===== src/common/psi_pkg.sv =====
// shared constants and types for the transceiver status and identity registers
package psi_pkg;

  // register addresses on the management interface
  localparam logic [4:0]  PSI_REG_CTRL   = 5'h00;
  localparam logic [4:0]  PSI_REG_STATUS = 5'h01;
  localparam logic [4:0]  PSI_REG_ID_HI  = 5'h02;
  localparam logic [4:0]  PSI_REG_ID_LO  = 5'h03;

  // status register default and the mask of its constant bits (15..6 and 0)
  localparam logic [15:0] PSI_STATUS_RESET = 16'h7849;
  localparam logic [15:0] PSI_FIXED_MASK   = 16'hFFC1;

  // status bit positions
  localparam int PSI_BIT_T4   = 15;
  localparam int PSI_BIT_TXFD = 14;
  localparam int PSI_BIT_THD  = 11;
  localparam int PSI_BIT_RSVH = 10;
  localparam int PSI_BIT_RSVL = 7;
  localparam int PSI_BIT_PRE  = 6;
  localparam int PSI_BIT_ANC  = 5;
  localparam int PSI_BIT_RF   = 4;
  localparam int PSI_BIT_HIST = 3;
  localparam int PSI_BIT_LINK = 2;
  localparam int PSI_BIT_JAB  = 1;
  localparam int PSI_BIT_EXT  = 0;

  // self-clearing software reset bit of the control register
  localparam int PSI_BIT_SWRST = 15;

  // frame opcodes
  localparam logic [1:0]  PSI_OP_READ  = 2'h2;
  localparam logic [1:0]  PSI_OP_WRITE = 2'h1;

  // last bit index of each frame phase (counted in mdc rising edges)
  localparam logic [4:0]  PSI_HDR_LAST    = 5'h0C;
  localparam logic [4:0]  PSI_DATA_LAST   = 5'h10;
  localparam logic [4:0]  PSI_LISTEN_LAST = 5'h11;

  // identity value, arbitrary
  localparam logic [31:0] PSI_ID_DEFAULT = 32'h0012_3450;

  typedef enum logic [4:0] {
    PSI_ST_IDLE    = 5'b00001,
    PSI_ST_HDR     = 5'b00010,
    PSI_ST_TA_RD   = 5'b00100,
    PSI_ST_DATA_RD = 5'b01000,
    PSI_ST_LISTEN  = 5'b10000
  } psi_state_t;

endpackage


===== src/design/psi_status_bank.sv =====
// status register bank: live, latch-high, latch-low and history bits
module psi_status_bank
  import psi_pkg::*;
(
  input  wire logic        clk,
  input  wire logic        rst_n,
  input  wire logic        soft_rst,
  input  wire logic        rd_clr,
  input  wire logic        an_complete,
  input  wire logic        remote_fault,
  input  wire logic        link_up,
  input  wire logic        jabber,
  input  wire logic        link_fail,
  output logic [15:0]      status
);

  logic an_q,   an_d;
  logic rf_q,   rf_d;
  logic jab_q,  jab_d;
  logic link_q, link_d;
  logic hist_q, hist_d;

  // next values; an event in the read cycle beats the read clear
  always_comb
  begin
    an_d   = an_complete;
    rf_d   = remote_fault | (rf_q & ~rd_clr);
    jab_d  = jabber | (jab_q & ~rd_clr);
    link_d = rd_clr ? link_up : (link_q & link_up);
    hist_d = hist_q & ~link_fail;
    if (soft_rst)
    begin
      // software reset returns every dynamic bit to its default
      an_d   = PSI_STATUS_RESET[PSI_BIT_ANC];
      rf_d   = PSI_STATUS_RESET[PSI_BIT_RF];
      jab_d  = PSI_STATUS_RESET[PSI_BIT_JAB];
      link_d = PSI_STATUS_RESET[PSI_BIT_LINK];
      hist_d = PSI_STATUS_RESET[PSI_BIT_HIST];
    end
  end

  always_ff @(posedge clk or negedge rst_n)
  begin
    if (!rst_n)
    begin
      an_q   <= PSI_STATUS_RESET[PSI_BIT_ANC];
      rf_q   <= PSI_STATUS_RESET[PSI_BIT_RF];
      jab_q  <= PSI_STATUS_RESET[PSI_BIT_JAB];
      link_q <= PSI_STATUS_RESET[PSI_BIT_LINK];
      hist_q <= PSI_STATUS_RESET[PSI_BIT_HIST];
    end
    else
    begin
      an_q   <= an_d;
      rf_q   <= rf_d;
      jab_q  <= jab_d;
      link_q <= link_d;
      hist_q <= hist_d;
    end
  end

  // constant ability, reserved and extended bits come straight from the default
  always_comb
  begin
    status               = PSI_STATUS_RESET & PSI_FIXED_MASK;
    status[PSI_BIT_ANC]  = an_q;
    status[PSI_BIT_RF]   = rf_q;
    status[PSI_BIT_HIST] = hist_q;
    status[PSI_BIT_LINK] = link_q;
    status[PSI_BIT_JAB]  = jab_q;
  end
endmodule


===== src/design/psi_mgmt_top.sv =====
// management-interface slave serving the status and identity registers
module psi_mgmt_top
  import psi_pkg::*;
#(
  parameter logic [4:0]  PHY_ADDR = 5'h01,
  parameter logic [31:0] ID_VALUE = PSI_ID_DEFAULT,
  parameter bit          ID_ZERO  = 1'b0
)
(
  input  wire logic clk,
  input  wire logic resetn,
  input  wire logic mdc,
  input  wire logic mdio_in,
  output logic      mdio_out,
  output logic      mdio_oe_n,
  input  wire logic an_complete,
  input  wire logic remote_fault,
  input  wire logic link_up,
  input  wire logic jabber,
  input  wire logic link_fail
);

  logic        rst_s1_q;
  logic        rst_n;
  logic        mdc_s1_q;
  logic        mdc_s2_q;
  logic        mdc_s3_q;
  logic        mdio_s1_q;
  logic        mdio_s2_q;
  logic        rise;
  logic        bit_in;
  psi_state_t  state_q,  state_d;
  logic [4:0]  cnt_q,    cnt_d;
  logic [11:0] hdr_q,    hdr_d;
  logic [15:0] shift_q,  shift_d;
  logic        own_q,    own_d;
  logic        rd_q,     rd_d;
  logic [4:0]  reg_q,    reg_d;
  logic        out_q,    out_d;
  logic        oe_n_q,   oe_n_d;
  logic        rd_clr;
  logic        soft_rst;
  logic [15:0] status;
  logic [15:0] id_hi;
  logic [15:0] id_lo;
  logic [12:0] full;
  logic [15:0] wword;
  logic [15:0] rdata;

  // reset release through two flops; assertion stays asynchronous
  always_ff @(posedge clk or negedge resetn)
  begin
    if (!resetn)
    begin
      rst_s1_q <= 1'b0;
      rst_n    <= 1'b0;
    end
    else
    begin
      rst_s1_q <= 1'b1;
      rst_n    <= rst_s1_q;
    end
  end

  // mdc and mdio are asynchronous pins; the third mdc flop only feeds the edge detect
  always_ff @(posedge clk or negedge rst_n)
  begin
    if (!rst_n)
    begin
      mdc_s1_q  <= 1'b0;
      mdc_s2_q  <= 1'b0;
      mdc_s3_q  <= 1'b0;
      mdio_s1_q <= 1'b1;
      mdio_s2_q <= 1'b1;
    end
    else
    begin
      mdc_s1_q  <= mdc;
      mdc_s2_q  <= mdc_s1_q;
      mdc_s3_q  <= mdc_s2_q;
      mdio_s1_q <= mdio_in;
      mdio_s2_q <= mdio_s1_q;
    end
  end

  assign rise   = mdc_s2_q & ~mdc_s3_q;
  assign bit_in = mdio_s2_q;

  // fixed identity; the zero option trades recognition for anonymity
  assign id_hi = ID_ZERO ? 16'h0000 : ID_VALUE[31:16];
  assign id_lo = ID_ZERO ? 16'h0000 : ID_VALUE[15:0];

  assign full  = {hdr_q, bit_in};
  assign wword = {shift_q[14:0], bit_in};

  // read mux over the header's register field; unmapped and control read as zero
  always_comb
  begin
    case (full[4:0])
      PSI_REG_STATUS: rdata = status;
      PSI_REG_ID_HI:  rdata = id_hi;
      PSI_REG_ID_LO:  rdata = id_lo;
      default:        rdata = 16'h0000;
    endcase
  end

  // frame engine, advanced once per synchronised mdc rising edge
  always_comb
  begin
    state_d  = state_q;
    cnt_d    = cnt_q;
    hdr_d    = hdr_q;
    shift_d  = shift_q;
    own_d    = own_q;
    rd_d     = rd_q;
    reg_d    = reg_q;
    out_d    = out_q;
    oe_n_d   = oe_n_q;
    rd_clr   = 1'b0;
    soft_rst = 1'b0;
    if (rise)
    begin
      case (state_q)
        PSI_ST_IDLE:
        begin
          // any zero after idle ones starts a frame, preamble or not
          if (!bit_in)
          begin
            state_d = PSI_ST_HDR;
            cnt_d   = 5'h00;
          end
        end
        PSI_ST_HDR:
        begin
          hdr_d = full[11:0];
          cnt_d = cnt_q + 5'h01;
          if (cnt_q == PSI_HDR_LAST)
          begin
            cnt_d = 5'h00;
            reg_d = full[4:0];
            rd_d  = (full[11:10] == PSI_OP_READ);
            own_d = full[12] && (full[9:5] == PHY_ADDR)
                    && (full[11:10] == PSI_OP_READ || full[11:10] == PSI_OP_WRITE);
            if (own_d && rd_d)
            begin
              // snapshot and clear happen in the same cycle so no event slips between
              state_d = PSI_ST_TA_RD;
              shift_d = rdata;
              rd_clr  = (full[4:0] == PSI_REG_STATUS);
            end
            else
            begin
              state_d = PSI_ST_LISTEN;
            end
          end
        end
        PSI_ST_TA_RD:
        begin
          // second turnaround bit is driven low
          oe_n_d  = 1'b0;
          out_d   = 1'b0;
          state_d = PSI_ST_DATA_RD;
        end
        PSI_ST_DATA_RD:
        begin
          cnt_d = cnt_q + 5'h01;
          if (cnt_q == PSI_DATA_LAST)
          begin
            oe_n_d  = 1'b1;
            out_d   = 1'b0;
            state_d = PSI_ST_IDLE;
          end
          else
          begin
            out_d   = shift_q[15];
            shift_d = {shift_q[14:0], 1'b0};
          end
        end
        PSI_ST_LISTEN:
        begin
          // writes, and frames for other addresses, are received without driving
          shift_d = wword;
          cnt_d   = cnt_q + 5'h01;
          if (cnt_q == PSI_LISTEN_LAST)
          begin
            state_d  = PSI_ST_IDLE;
            soft_rst = own_q && !rd_q && (reg_q == PSI_REG_CTRL)
                       && wword[PSI_BIT_SWRST];
          end
        end
        default:
        begin
          state_d = PSI_ST_IDLE;
          oe_n_d  = 1'b1;
        end
      endcase
    end
  end

  always_ff @(posedge clk or negedge rst_n)
  begin
    if (!rst_n)
    begin
      state_q <= PSI_ST_IDLE;
      cnt_q   <= 5'h00;
      hdr_q   <= 12'h000;
      shift_q <= 16'h0000;
      own_q   <= 1'b0;
      rd_q    <= 1'b0;
      reg_q   <= 5'h00;
      out_q   <= 1'b0;
      oe_n_q  <= 1'b1;
    end
    else
    begin
      state_q <= state_d;
      cnt_q   <= cnt_d;
      hdr_q   <= hdr_d;
      shift_q <= shift_d;
      own_q   <= own_d;
      rd_q    <= rd_d;
      reg_q   <= reg_d;
      out_q   <= out_d;
      oe_n_q  <= oe_n_d;
    end
  end

  assign mdio_out  = out_q;
  assign mdio_oe_n = oe_n_q;

  psi_status_bank u_bank (
    .clk          (clk),
    .rst_n        (rst_n),
    .soft_rst     (soft_rst),
    .rd_clr       (rd_clr),
    .an_complete  (an_complete),
    .remote_fault (remote_fault),
    .link_up      (link_up),
    .jabber       (jabber),
    .link_fail    (link_fail),
    .status       (status)
  );
endmodule


===== config.mk =====
export PLATFORM = sky130hd
export DESIGN_NAME = psi_mgmt_top
export DESIGN_NICKNAME = d
export VERILOG_FILES = /design/src/common/psi_pkg.sv /design/src/design/psi_status_bank.sv /design/src/design/psi_mgmt_top.sv
export SDC_FILE = /design/constraint.sdc
export NUM_CORES = 1
export LEC_CHECK = 0
export ABC_AREA = 1
export BUFFER_PORTS_ARGS = -buffer_cell sky130_fd_sc_hd__buf_4
export CAP_MARGIN = 20
export CORE_UTILIZATION = 40
export CTS_BUF_LIST = sky130_fd_sc_hd__clkbuf_2
export DETAILED_ROUTE_END_ITERATION = 16
export PLACE_DENSITY_LB_ADDON = 0.12
export SYNTH_ARGS = -nofsm -noshare
export SYNTH_HDL_FRONTEND = slang
export SYNTH_HIERARCHICAL = 1
export SYNTH_SLANG_ARGS = --single-unit

===== constraint.sdc =====
create_clock -name clk -period 4.9 [get_ports clk]
set_input_delay 0.98 -clock clk [delete_from_list [all_inputs] [get_ports clk]]
set_output_delay 0.98 -clock clk [all_outputs]
set_load 0.02 [all_outputs]

# Word level (Yosys, flattened, before mapping)
# Index checks and enable logic that the tools add are counted.
[classes]
mux = 31
reduce_logical = 21
n_eq_ne = 20
bitwise = 11
addsub = 1
[op_table]
columns = ["cell", "count"]
rows = [
  ["$mux W16", 3],
  ["$pmux W16 S3", 1],
  ["$pmux W15 S3", 1],
  ["$mux W5", 7],
  ["$pmux W5 S5", 1],
  ["$eq A5 B1 Y1 const B", 3],
  ["$eq A5 B2 Y1 const B", 3],
  ["$eq A5 B5 Y1 const B", 3],
  ["$mux W1", 15],
  ["$pmux W5 S3", 1],
  ["$ne A2 B2 Y1 const B", 6],
  ["$eq A5 B4 Y1 const B", 2],
  ["$reduce_and A5 Y1", 2],
  ["$reduce_and A3 Y1", 3],
  ["$logic_and A1 B1 Y1", 6],
  ["$reduce_bool A3 Y1", 2],
  ["$add A5 B1 Y5 const B", 1],
  ["$and A1 B1 Y1", 5],
  ["$eq A5 B3 Y1 const B", 1],
  ["$logic_not A5 Y1", 1],
  ["$not A1 Y1", 4],
  ["$reduce_and A2 Y1", 2],
  ["$pmux W1 S3", 1],
  ["$reduce_or A3 Y1", 1],
  ["8 further kinds", 9],
]
[word_totals]
regBits = 59
word_cells = 105
output_inout_bits = 2

# Depth between registers and ports, before layout
# Gate-level depths: netlist of the first run.
[depth]
depth_word = 12
depth_mapped = 12
depth_no_buf = 11

# Hierarchy
# The synthesis of the first run kept the hierarchy.
[modules_own_cells]
columns = ["mod", "n_inst", "area_per_inst_um2", "seq_area_each_um2", "cells_per_inst"]
rows = [
  ["psi_mgmt_top", 1, 2812.7, 1356.3, 367],
  ["psi_status_bank", 1, 310.3, 126.4, 36],
]

# Worst setup path before layout of the first run
# No wires, ideal clock.
[synth_path]
path_type = "register to register"
from = "reg cnt_q[0]"
to = "reg u_bank.jab_q"
path_slack_ns = 3.239
setup_ns = 0.131
required_ns = 4.769
n_path_buf = 1
t_arrival_ns = 1.530
stages_incl_launch_ff = 13
path_cell_list = "dfrtp_1 -> inv_1 -> ha_1 -> inv_1 -> nor2_1 -> nand3_1 -> inv_1 -> nand2_2 -> buf_2 -> nor3_1 -> inv_2 -> nand2_1 -> a21oi_1"
[synth_via]
elab_chain_len = 8
[synth_rtl]
columns = ["element", "line", "text"]
rows = [
  ["start: declaration", "psi_mgmt_top.sv:33", "logic [4:0] cnt_q, cnt_d;"],
  ["start signal: assignment", "psi_mgmt_top.sv:217", "cnt_q <= cnt_d;"],
  ["$eq A5 B4 Y1", "psi_mgmt_top.sv:137", "if (cnt_q == PSI_HDR_LAST)"],
  ["$mux W1", "psi_mgmt_top.sv:137", ""],
  ["$mux W1", "psi_mgmt_top.sv:123", "case (state_q)"],
  ["$mux W1", "psi_mgmt_top.sv:121", "if (rise)"],
  ["named net rd_clr", "psi_mgmt_top.sv:41", "logic rd_clr;"],
  ["$not A1 Y1", "psi_status_bank.sv:28", "jab_d = jabber | (jab_q & ~rd_clr);"],
  ["$and A1 B1 Y1", "psi_status_bank.sv:28", ""],
  ["$or A1 B1 Y1", "psi_status_bank.sv:28", ""],
  ["$mux W1", "psi_status_bank.sv:31", "if (soft_rst)"],
  ["named net u_bank.jab_d", "psi_status_bank.sv:19", "logic jab_q, jab_d;"],
  ["end signal: assignment", "psi_status_bank.sv:48", "jab_q <= PSI_STATUS_RESET[PSI_BIT_JAB];"],
  ["end signal: assignment", "psi_status_bank.sv:56", "jab_q <= jab_d;"],
  ["end: declaration", "psi_status_bank.sv:19", ""],
]
# The timed path passes the listed nets, and every way through them passes these cells.
# A chain may end at the register's enable or synchronous reset.

# Worst setup path in the final report of the first run
[layout_path]
from = "reg state_q[2]"
to = "reg cnt_q[1]"
[layout_via]
elab_chain_len = 4
[layout_rtl]
columns = ["element", "line", "text"]
rows = [
  ["start: declaration", "psi_mgmt_top.sv:32", "psi_state_t state_q, state_d;"],
  ["start signal: assignment", "psi_mgmt_top.sv:216", "state_q <= state_d;"],
  ["$eq A5 B5 Y1 / $eq A5 B4 Y1 (equally long branches)", "psi_mgmt_top.sv:123", ""],
  ["$reduce_or A2 Y1 (no source line)", "-", ""],
  ["$reduce_bool A3 Y1 (no source line)", "-", ""],
  ["$reduce_and A3 Y1 (no source line)", "-", ""],
]
# Several ways; a longest one is shown, not always the timed one.

==> results of run 1 <==
-- sequential cells by signal, indices dropped and copies added (netlist names), 5 cells and up --
signal   cells
cnt_q        5
hdr_q       12
reg_q        5
shift_q     16
state_q      5
-- logic make-up (layout without fill, tap and decap cells) --
group,after synthesis,count (layout),share of synthesized area [%]
simple gates,237,237,33.6
fa+ha+maj,4,4,1.60
flops,59,59,47.5
compound gates,31,31,5.17
buf+inv,66,70,10.9
other cells,3,12,0.361
xor+xnor,3,3,0.841
-- per-layer routing --
metal	wire length (um)	vias up	global-route usage, %
met1	2960	1050	21.5
met2	2700	36	24.6
li1	-	1235	-
met5	0	-	0
met3	197	11	4.04
met4	118	0	6.32
-- power groups by stage --
stage | Clock [uW] | Combinational [uW] | Sequential, uW
after global routing | 309 | 570 | 675
after global placement | 0 | 495 | 670
final | 277 | 495 | 661
after CTS | 289 | 503 | 661
after detailed placement | 0 | 501 | 671
after floorplan | 0 | 407 | 665
-- final cells by class --
cell class | count | area, um^2
Clock buffer | 10 | 50.0
Clock inverter | 6 | 50.0
Fill cell | 762 | 4120
Inverter | 43 | 161
Multi-Input combinational cell | 287 | 1330
Sequential cell | 59 | 1480
Tap cell | 99 | 124
Timing Repair Buffer | 11 | 82.6
-- placed cells by master, fill, tap and decap left out --
master and n:
sky130_fd_sc_hd__o21ai_0 24, sky130_fd_sc_hd__dfstp_2 5, sky130_fd_sc_hd__conb_1 12, sky130_fd_sc_hd__nand3_1 18, sky130_fd_sc_hd__nor2_2 4, sky130_fd_sc_hd__nand4_1 6, sky130_fd_sc_hd__a21oi_2 1, sky130_fd_sc_hd__xor2_1 3
sky130_fd_sc_hd__o21ai_1 2, sky130_fd_sc_hd__nand2_4 1, sky130_fd_sc_hd__nand3b_1 2, sky130_fd_sc_hd__buf_4 11, sky130_fd_sc_hd__clkbuf_2 10, sky130_fd_sc_hd__nand4_4 1, sky130_fd_sc_hd__inv_2 3, sky130_fd_sc_hd__ha_1 4
sky130_fd_sc_hd__nor3_1 1, sky130_fd_sc_hd__clkinv_4 3, sky130_fd_sc_hd__dfrtp_1 53, sky130_fd_sc_hd__nor2_4 6, sky130_fd_sc_hd__o21bai_1 1, sky130_fd_sc_hd__nor4_1 2, sky130_fd_sc_hd__inv_6 1, sky130_fd_sc_hd__nor2_1 23
sky130_fd_sc_hd__a21oi_1 3, sky130_fd_sc_hd__nand2_1 166, sky130_fd_sc_hd__dfrtp_2 1, sky130_fd_sc_hd__nand3_2 3, sky130_fd_sc_hd__clkinvlp_4 2, sky130_fd_sc_hd__inv_1 40, sky130_fd_sc_hd__nand2_2 4
-- stage by stage --
| step | cells | util, % | setup slack [ns] | cell area, um^2 | hold slack (ns) |
|---|---|---|---|---|---|
| 5_1_grt | 515 | 44.3 | 2.47 | 3280 | 0.173 |
| 3_5_place_dp | 499 | 43.0 | 2.68 | 3180 | 0.338 |
| 4_1_cts | 515 | 44.3 | 2.64 | 3280 | 0.183 |
| 3_3_place_gp | 499 | 43.0 | 2.76 | 3180 | 0.337 |
| 2_1_floorplan | 412 | - | 3.14 | 3160 | 0.331 |
| 6_report | 515 | 44.3 | 2.67 | 3280 | 0.226 |
-- worst max-delay path by stage --
| stage | start | to | slack (ns) |
|---|---|---|---|
| floorplan | rst_n | cnt_q[0] | 3.14 |
| detailed placement | state_q[2] | cnt_q[3] | 2.68 |
| CTS | state_q[2] | cnt_q[3] | 2.64 |
| finish | state_q[2] | cnt_q[1] | 2.67 |
| global placement | mdc_s2_q | u_bank/jab_q | 2.76 |
| global route | state_q[2] | cnt_q[1] | 2.47 |
-- critical path, stage by stage (launching register included) --
cell,delay (ns)
sky130_fd_sc_hd__dfrtp_1,0.49
sky130_fd_sc_hd__nor2_4,0.20
sky130_fd_sc_hd__nand3_2,0.16
sky130_fd_sc_hd__nand2_1,0.57
sky130_fd_sc_hd__inv_1,0.26
sky130_fd_sc_hd__nand2_1,0.13
sky130_fd_sc_hd__nand3_1,0.16
sky130_fd_sc_hd__nand2_1,0.11
sky130_fd_sc_hd__nand2_1,0.06
==> reports/metrics.csv, run 1 <==
metric,value,unit
p_sw,616,uW
pin_count,11,
pwr-share-clk,19.3,%
timing_hold_violations_final,0,
internal-power,816,uW
avgSynthCellArea,7.75,um^2
unrepaired_setup_endpoints_after_global_routing,false,
outcome,"finished, final reports clean",
setup.worst_path.class,reg -> reg,
num_cts_buffers,9,
root_buffer_cell,sky130_fd_sc_hd__clkbuf_2,
synth_seq_area_share,47.5,%
post_synth_main_area_contributors,"sky130_fd_sc_hd__dfrtp_1 (43%), sky130_fd_sc_hd__nand2_1 (20%), sky130_fd_sc_hd__inv_1 (4.8%)",
yosysTopAreaCell,sky130_fd_sc_hd__dfrtp_1,
path_max_fanout,20,
io_buffers,10,
tns,0,ns
p_comb_share,34.6,%
insertedDiodeCount,0,
p_total,1430,uW
post-route-min-period,2.23,ns
r2r_cells,8,
power.leakage,0.00174,uW
first_global_vias,2217,
weighted_congestion_reported_at_the_end_of_routability_driven_placement,0.819,
grt_total_ovfl,0,
fmax,0.448,GHz
netSwitchingFraction,43.0,%
synth-edff-count,0,
min_path_type,in -> async,
post-route-period-util,45.5,%
start_util,42.2,%
first_iter_violations,81,
timing.max_slew.rel_slack,52.0,%
synth_flop_cell,sky130_fd_sc_hd__dfrtp_1,
synthArstFlopShare,100,%
worst-r2r-setup-slack,2.67,ns
global_route_wire_length_before_repair,10300,um
initial_antenna_violation_count,0,
via_per_inst,4.53,
setup_crit_start_kind,flip-flop,
gate_count_of_the_mapped_netlist,403,
crit-reg2reg-capture,cnt_q[1],
die_w,90.4,um
cts-hold-fix-buffers,0,
remaining_routing_drc_violations,0,
worstPathArrival,2.63,ns
synth.most_common_cell,sky130_fd_sc_hd__nand2_1,
clock_tree.buffer_depth,2,
peakVddDrop,0.196,mV
total_power_divided_by_cell_area,436,mW/mm^2
synth.lib_cells_used.distinct,29,
synth_common_cells,"sky130_fd_sc_hd__nand2_1 (166), sky130_fd_sc_hd__dfrtp_1 (54), sky130_fd_sc_hd__inv_1 (40)",
setup_viol,0,
grt_start_max_net_pins,58,
drt-wirelength-per-cell,11.6,um
die_height,90.4,um
critPathRequiredTime,5.30,ns
gr_usage_total,16.0,%
detail_route.wirelength,5980,um
row_count,31,
clkLatencyLatePin,0.49,ns
dpl.hpwl,4140,um
synthesis.yosys.warnings,6,
cap_violations,0,
nets,424,
ctsHtreeMaxLevel,3,
yosys.area.top_type_share,43.3,%
floorplan.core_area,0.00741,mm^2
cts_setup_buffers,0,
yosys_register_bits,59,
timing.critical_path.to_type,flip-flop,
p_seq_share,46.1,%
syn-cell-area,0.00312,mm^2
post_cts_resized,0,
die-area,0.00816,mm^2
drt.antenna.violating_nets,0,
via_count,2332,
final_max_slew_viol_count,0,
drt_pre_antenna_iters,4,
fin_clk_skew,0.0272,ns
path_clk_slew,0.20,ns
timing_worst_slew_pin_value,0.720,ns
tritoncts,done,
layout-area-overhead-vs-synth,5.17,%
r2r_start,state_q[2],
layout-drive-gt1-share,13.5,%
number_of_clock_sinks,59,
Note: power is estimated with default switching activity, not from simulation.
==> run 2: changes to the inputs <==
Settings changed: ABC_AREA 1 to 0.
Clock period 4.9 ns to 2.1 ns, I/O delays scaled along.
==> run 2 against run 1 <==
  * The flow now finishes with violations (setup timing)
  * Sequential share of layout area down 3.9 points
  * Maximum frequency rose by 4.6%
  * Combinational power grew to 2.6 times the previous value
  * Register-to-register slack got worse by 2.7 ns
  * Via count decreased by 15%
  * Synthesized cell count decreased by 36%
  * Area after synthesis decreased by 3.0%
  * Critical endpoint is now shift_q[0]
  * Largest cell class unchanged
==> reports/metrics.csv, run 2 <==
metric,value,unit
outcome,finished with violations,
violations,setup timing,
first_iter_violations,107,
r2r_start,hdr_q[5],
detail_route.wirelength,5830,um
die_w,89.0,um
via_count,1985,
finalInstanceArea,0.00360,mm^2
unrepaired_setup_endpoints_after_global_routing,true,
p_comb_share,37.5,%
ctsHtreeMaxLevel,3,
gate_count_of_the_mapped_netlist,256,
r2r_cells,6,
postLayoutSetupSlackWorst,-0.0325,ns
synth-adder-area-share,1.65,%
grt_use_met2,25.7,%
clkLatencyLatePin,0.48,ns
drt.antenna.violating_nets,0,
setup.worst_path.class,reg -> reg,
power.leakage,0.00173,uW
yosys_register_bits,59,
nets,313,
min-delay-start,an_complete,
drt-wirelength-per-cell,14.4,um
mostFrequentLayoutCells,"sky130_fd_sc_hd__dfrtp_1 (53), sky130_fd_sc_hd__buf_4 (42), sky130_fd_sc_hd__mux2_2 (28)",
max_stage_delay,0.46,ns
path_max_fanout,7,
dpl_worst_slack,-0.00970,ns
final-instance-count-excl-fill,404,
timing.critical_path.to_type,flip-flop,
critPathRequiredTime,2.48,ns
remaining_routing_drc_violations,0,
worstPathArrival,2.52,ns
synth_common_cells,"sky130_fd_sc_hd__dfrtp_1 (54), sky130_fd_sc_hd__mux2_2 (34), sky130_fd_sc_hd__buf_4 (16)",
final_max_slew_viol_count,0,
fmax,0.469,GHz
crit_slowest_cell,sky130_fd_sc_hd__dfrtp_1,
holdPathStages,2,
layout-drive-gt1-share,39.0,%
gr_usage_total,16.7,%
pwr-share-clk,18.4,%
grt_total_ovfl,0,
synth_simple_gate_area_share,13.3,%
most_used_routing_layer,met2,
avgSynthCellArea,11.8,um^2
hold_end,u_bank/an_q,
global_route_wire_length_before_repair,9800,um
yosys-mux-area-fraction,20.4,%
synth-compound-area-share,7.27,%
crit-reg2reg-capture,shift_q[0],
synth-edff-count,0,
io_buffers,10,
insertedDiodeCount,0,
synth.most_common_cell,sky130_fd_sc_hd__dfrtp_1,
number_of_clock_sinks,59,
synth_flop_cell,sky130_fd_sc_hd__dfrtp_1,
p_seq_share,44.1,%
die-area,0.00792,mm^2
combinational_family_with_the_most_area_after_synthesis,multiplexers,
yosysTopAreaCell,sky130_fd_sc_hd__dfrtp_1,
yosys.area.top_type_share,44.6,%
weighted_congestion_reported_at_the_end_of_routability_driven_placement,0.866,
p_sw,1210,uW
syn-cell-area,0.00303,mm^2
peakVddDrop,0.522,mV
initial_antenna_violation_count,0,
min_path_type,in -> reg,
fill_cells,693,
pin_count,11,
netSwitchingFraction,35.3,%
via_per_inst,4.91,
timing_hold_violations_final,0,
post_synth_main_area_contributors,"sky130_fd_sc_hd__dfrtp_1 (45%), sky130_fd_sc_hd__mux2_2 (13%), sky130_fd_sc_hd__dfstp_2 (4.3%)",
placed_cell_area,0.00334,mm^2
fin_clk_skew,0.0182,ns
registers.top_by_ff_count,shift_q,
setup_crit_start_kind,flip-flop,
p_total,3440,uW
synth.lib_cells_used.distinct,46,
synth_seq_area_share,49.0,%
internal-power,2230,uW
synthArstFlopShare,100,%
post-route-min-period,2.13,ns
synthesis.yosys.warnings,6,
path_cells,nor4b_4 > nand4_1 > a2111oi_4 > buf_4 > clkbuf_16 > mux2_4,
placed_insts,379,
setup_viol,10,
die_height,89.0,um
row_count,31,
total_power_divided_by_cell_area,957,mW/mm^2
post-route-period-util,102,%
root_buffer_cell,sky130_fd_sc_hd__clkbuf_2,
groute.layer.met3.usage,4.16,%
worst-r2r-setup-slack,-0.03,ns
drt_pre_antenna_iters,4,
timing_worst_slew_pin_value,0.586,ns
dpl.hpwl,3950,um
cap_violations,0,
holdWs,0.143,ns
tritoncts,done,
grt_start_max_net_pins,27,
path_clk_slew,0.18,ns
num_cts_buffers,9,
timing.max_slew.rel_slack,61.0,%
floorplan.core_area,0.00729,mm^2
layout-area-overhead-vs-synth,18.8,%
start_util,41.5,%
xor_xnor_fraction_of_synth_area,0.868,%
clock_tree.buffer_depth,2,
largest_register_ff_count,16,
leading_cell_type_in_the_layout_fill_and_taps_excluded,sky130_fd_sc_hd__dfrtp_1,
grt_use_met1,22.8,%
largestRegisters,"shift_q (16), hdr_q (12)",
first_global_vias,2006,
==> run 2: changes by cell type in the layout (fill, tap and decap cells not counted), moves of 5 or more <==
cell / before / now
sky130_fd_sc_hd__o21ai_0: 24 / 7
sky130_fd_sc_hd__mux2_4: 0 / 13
sky130_fd_sc_hd__and3_1: 0 / 11
sky130_fd_sc_hd__nand3_1: 18 / 5
sky130_fd_sc_hd__nor2_1: 23 / 7
sky130_fd_sc_hd__nand2b_1: 0 / 6
sky130_fd_sc_hd__mux2i_1: 0 / 13
sky130_fd_sc_hd__buf_4: 11 / 42
sky130_fd_sc_hd__nand2_1: 166 / 6
sky130_fd_sc_hd__nor2b_1: 0 / 5
sky130_fd_sc_hd__inv_1: 40 / 14
sky130_fd_sc_hd__nor2_4: 6 / 0
sky130_fd_sc_hd__mux2_2: 0 / 28
==> run 2: worst max path at each step <==
stage          startpoint          end  slack [ns]  depth (start not counted)
2_1_floorplan  state_q[1]   shift_q[0]       -0.12                          6
4_1_cts          hdr_q[9]  shift_q[15]       0.002                          7
3_5_place_dp     hdr_q[9]   shift_q[4]       -0.01                          7
3_3_place_gp     hdr_q[5]   shift_q[8]       0.001                          5
6_report         hdr_q[5]   shift_q[0]       -0.03                          6
5_1_grt          hdr_q[5]   shift_q[0]       -0.14                          6
==> run 2: layer usage <==
layer / up-vias / wire (um) / part of all wire [%]
met3: 8 / 117 / 2.0
met4: 0 / 75 / 1.3
met2: 19 / 2680 / 46
li1: 978 / - / -
met1: 980 / 2960 / 51
met5: - / 0 / 0
==> run 2: cell families after synthesis <==
group	after synthesis
and+or+nand+nor	64
adders and majority gates	4
muxes	54
DFF	59
AOI/OAI and AO/OA	29
buffers and inverters	40
xor gates and xnor gates	3
other	3
==> run 2: layout make-up <==
cell class | instances | area [um^2] | area share [%]
flip-flops and latches | 59 | 1480 | 41.3
multi-input cells | 166 | 1420 | 39.5
repair buffers | 49 | 413 | 11.5
well taps | 99 | 124 | 3.44
inverters | 15 | 56.3 | 1.57
clock buffers | 10 | 50.0 | 1.39
clock inverters | 6 | 50.0 | 1.39
==> run 2: worst max-delay path: cells and delay by family, from the launching register on <==
family,cells,cell delay (ns)
buffers and inverters,2,0.35
DFF,1,0.46
AOI/OAI and AO/OA,1,0.39
muxes,1,0.30
and+or+nand+nor,2,0.54
==> run 2: per-stage QoR <==
| step | TNS, ns | util (%) |
|---|---|---|
| 2_1_floorplan | -0.818 | - |
| 3_3_place_gp | 0 | 45.9 |
| 3_5_place_dp | -0.0496 | 45.9 |
| 4_1_cts | 0 | 47.9 |
| 5_1_grt | -1.77 | 49.3 |
| 6_report | -0.180 | 49.3 |
==> run 2: what timing repair did <==
action,4_1_cts,5_1_grt
cloned,0,1
gates resized for setup,0,14
pin swaps,2,3
endpoints found under the hold margin,4,0
buffers inserted,2,3
endpoints found under the setup margin,13,17
hold buffers,3,0
==> run 2: power groups by stage <==
stage               sequential (uW)  clock (uW)  combinational (uW)
finish                         1520         632                1290
global route                   1560         731                1420
CTS                            1520         674                1240
detailed placement             1540           0                1220
global placement               1540           0                1220
floorplan                      1500           0                 835
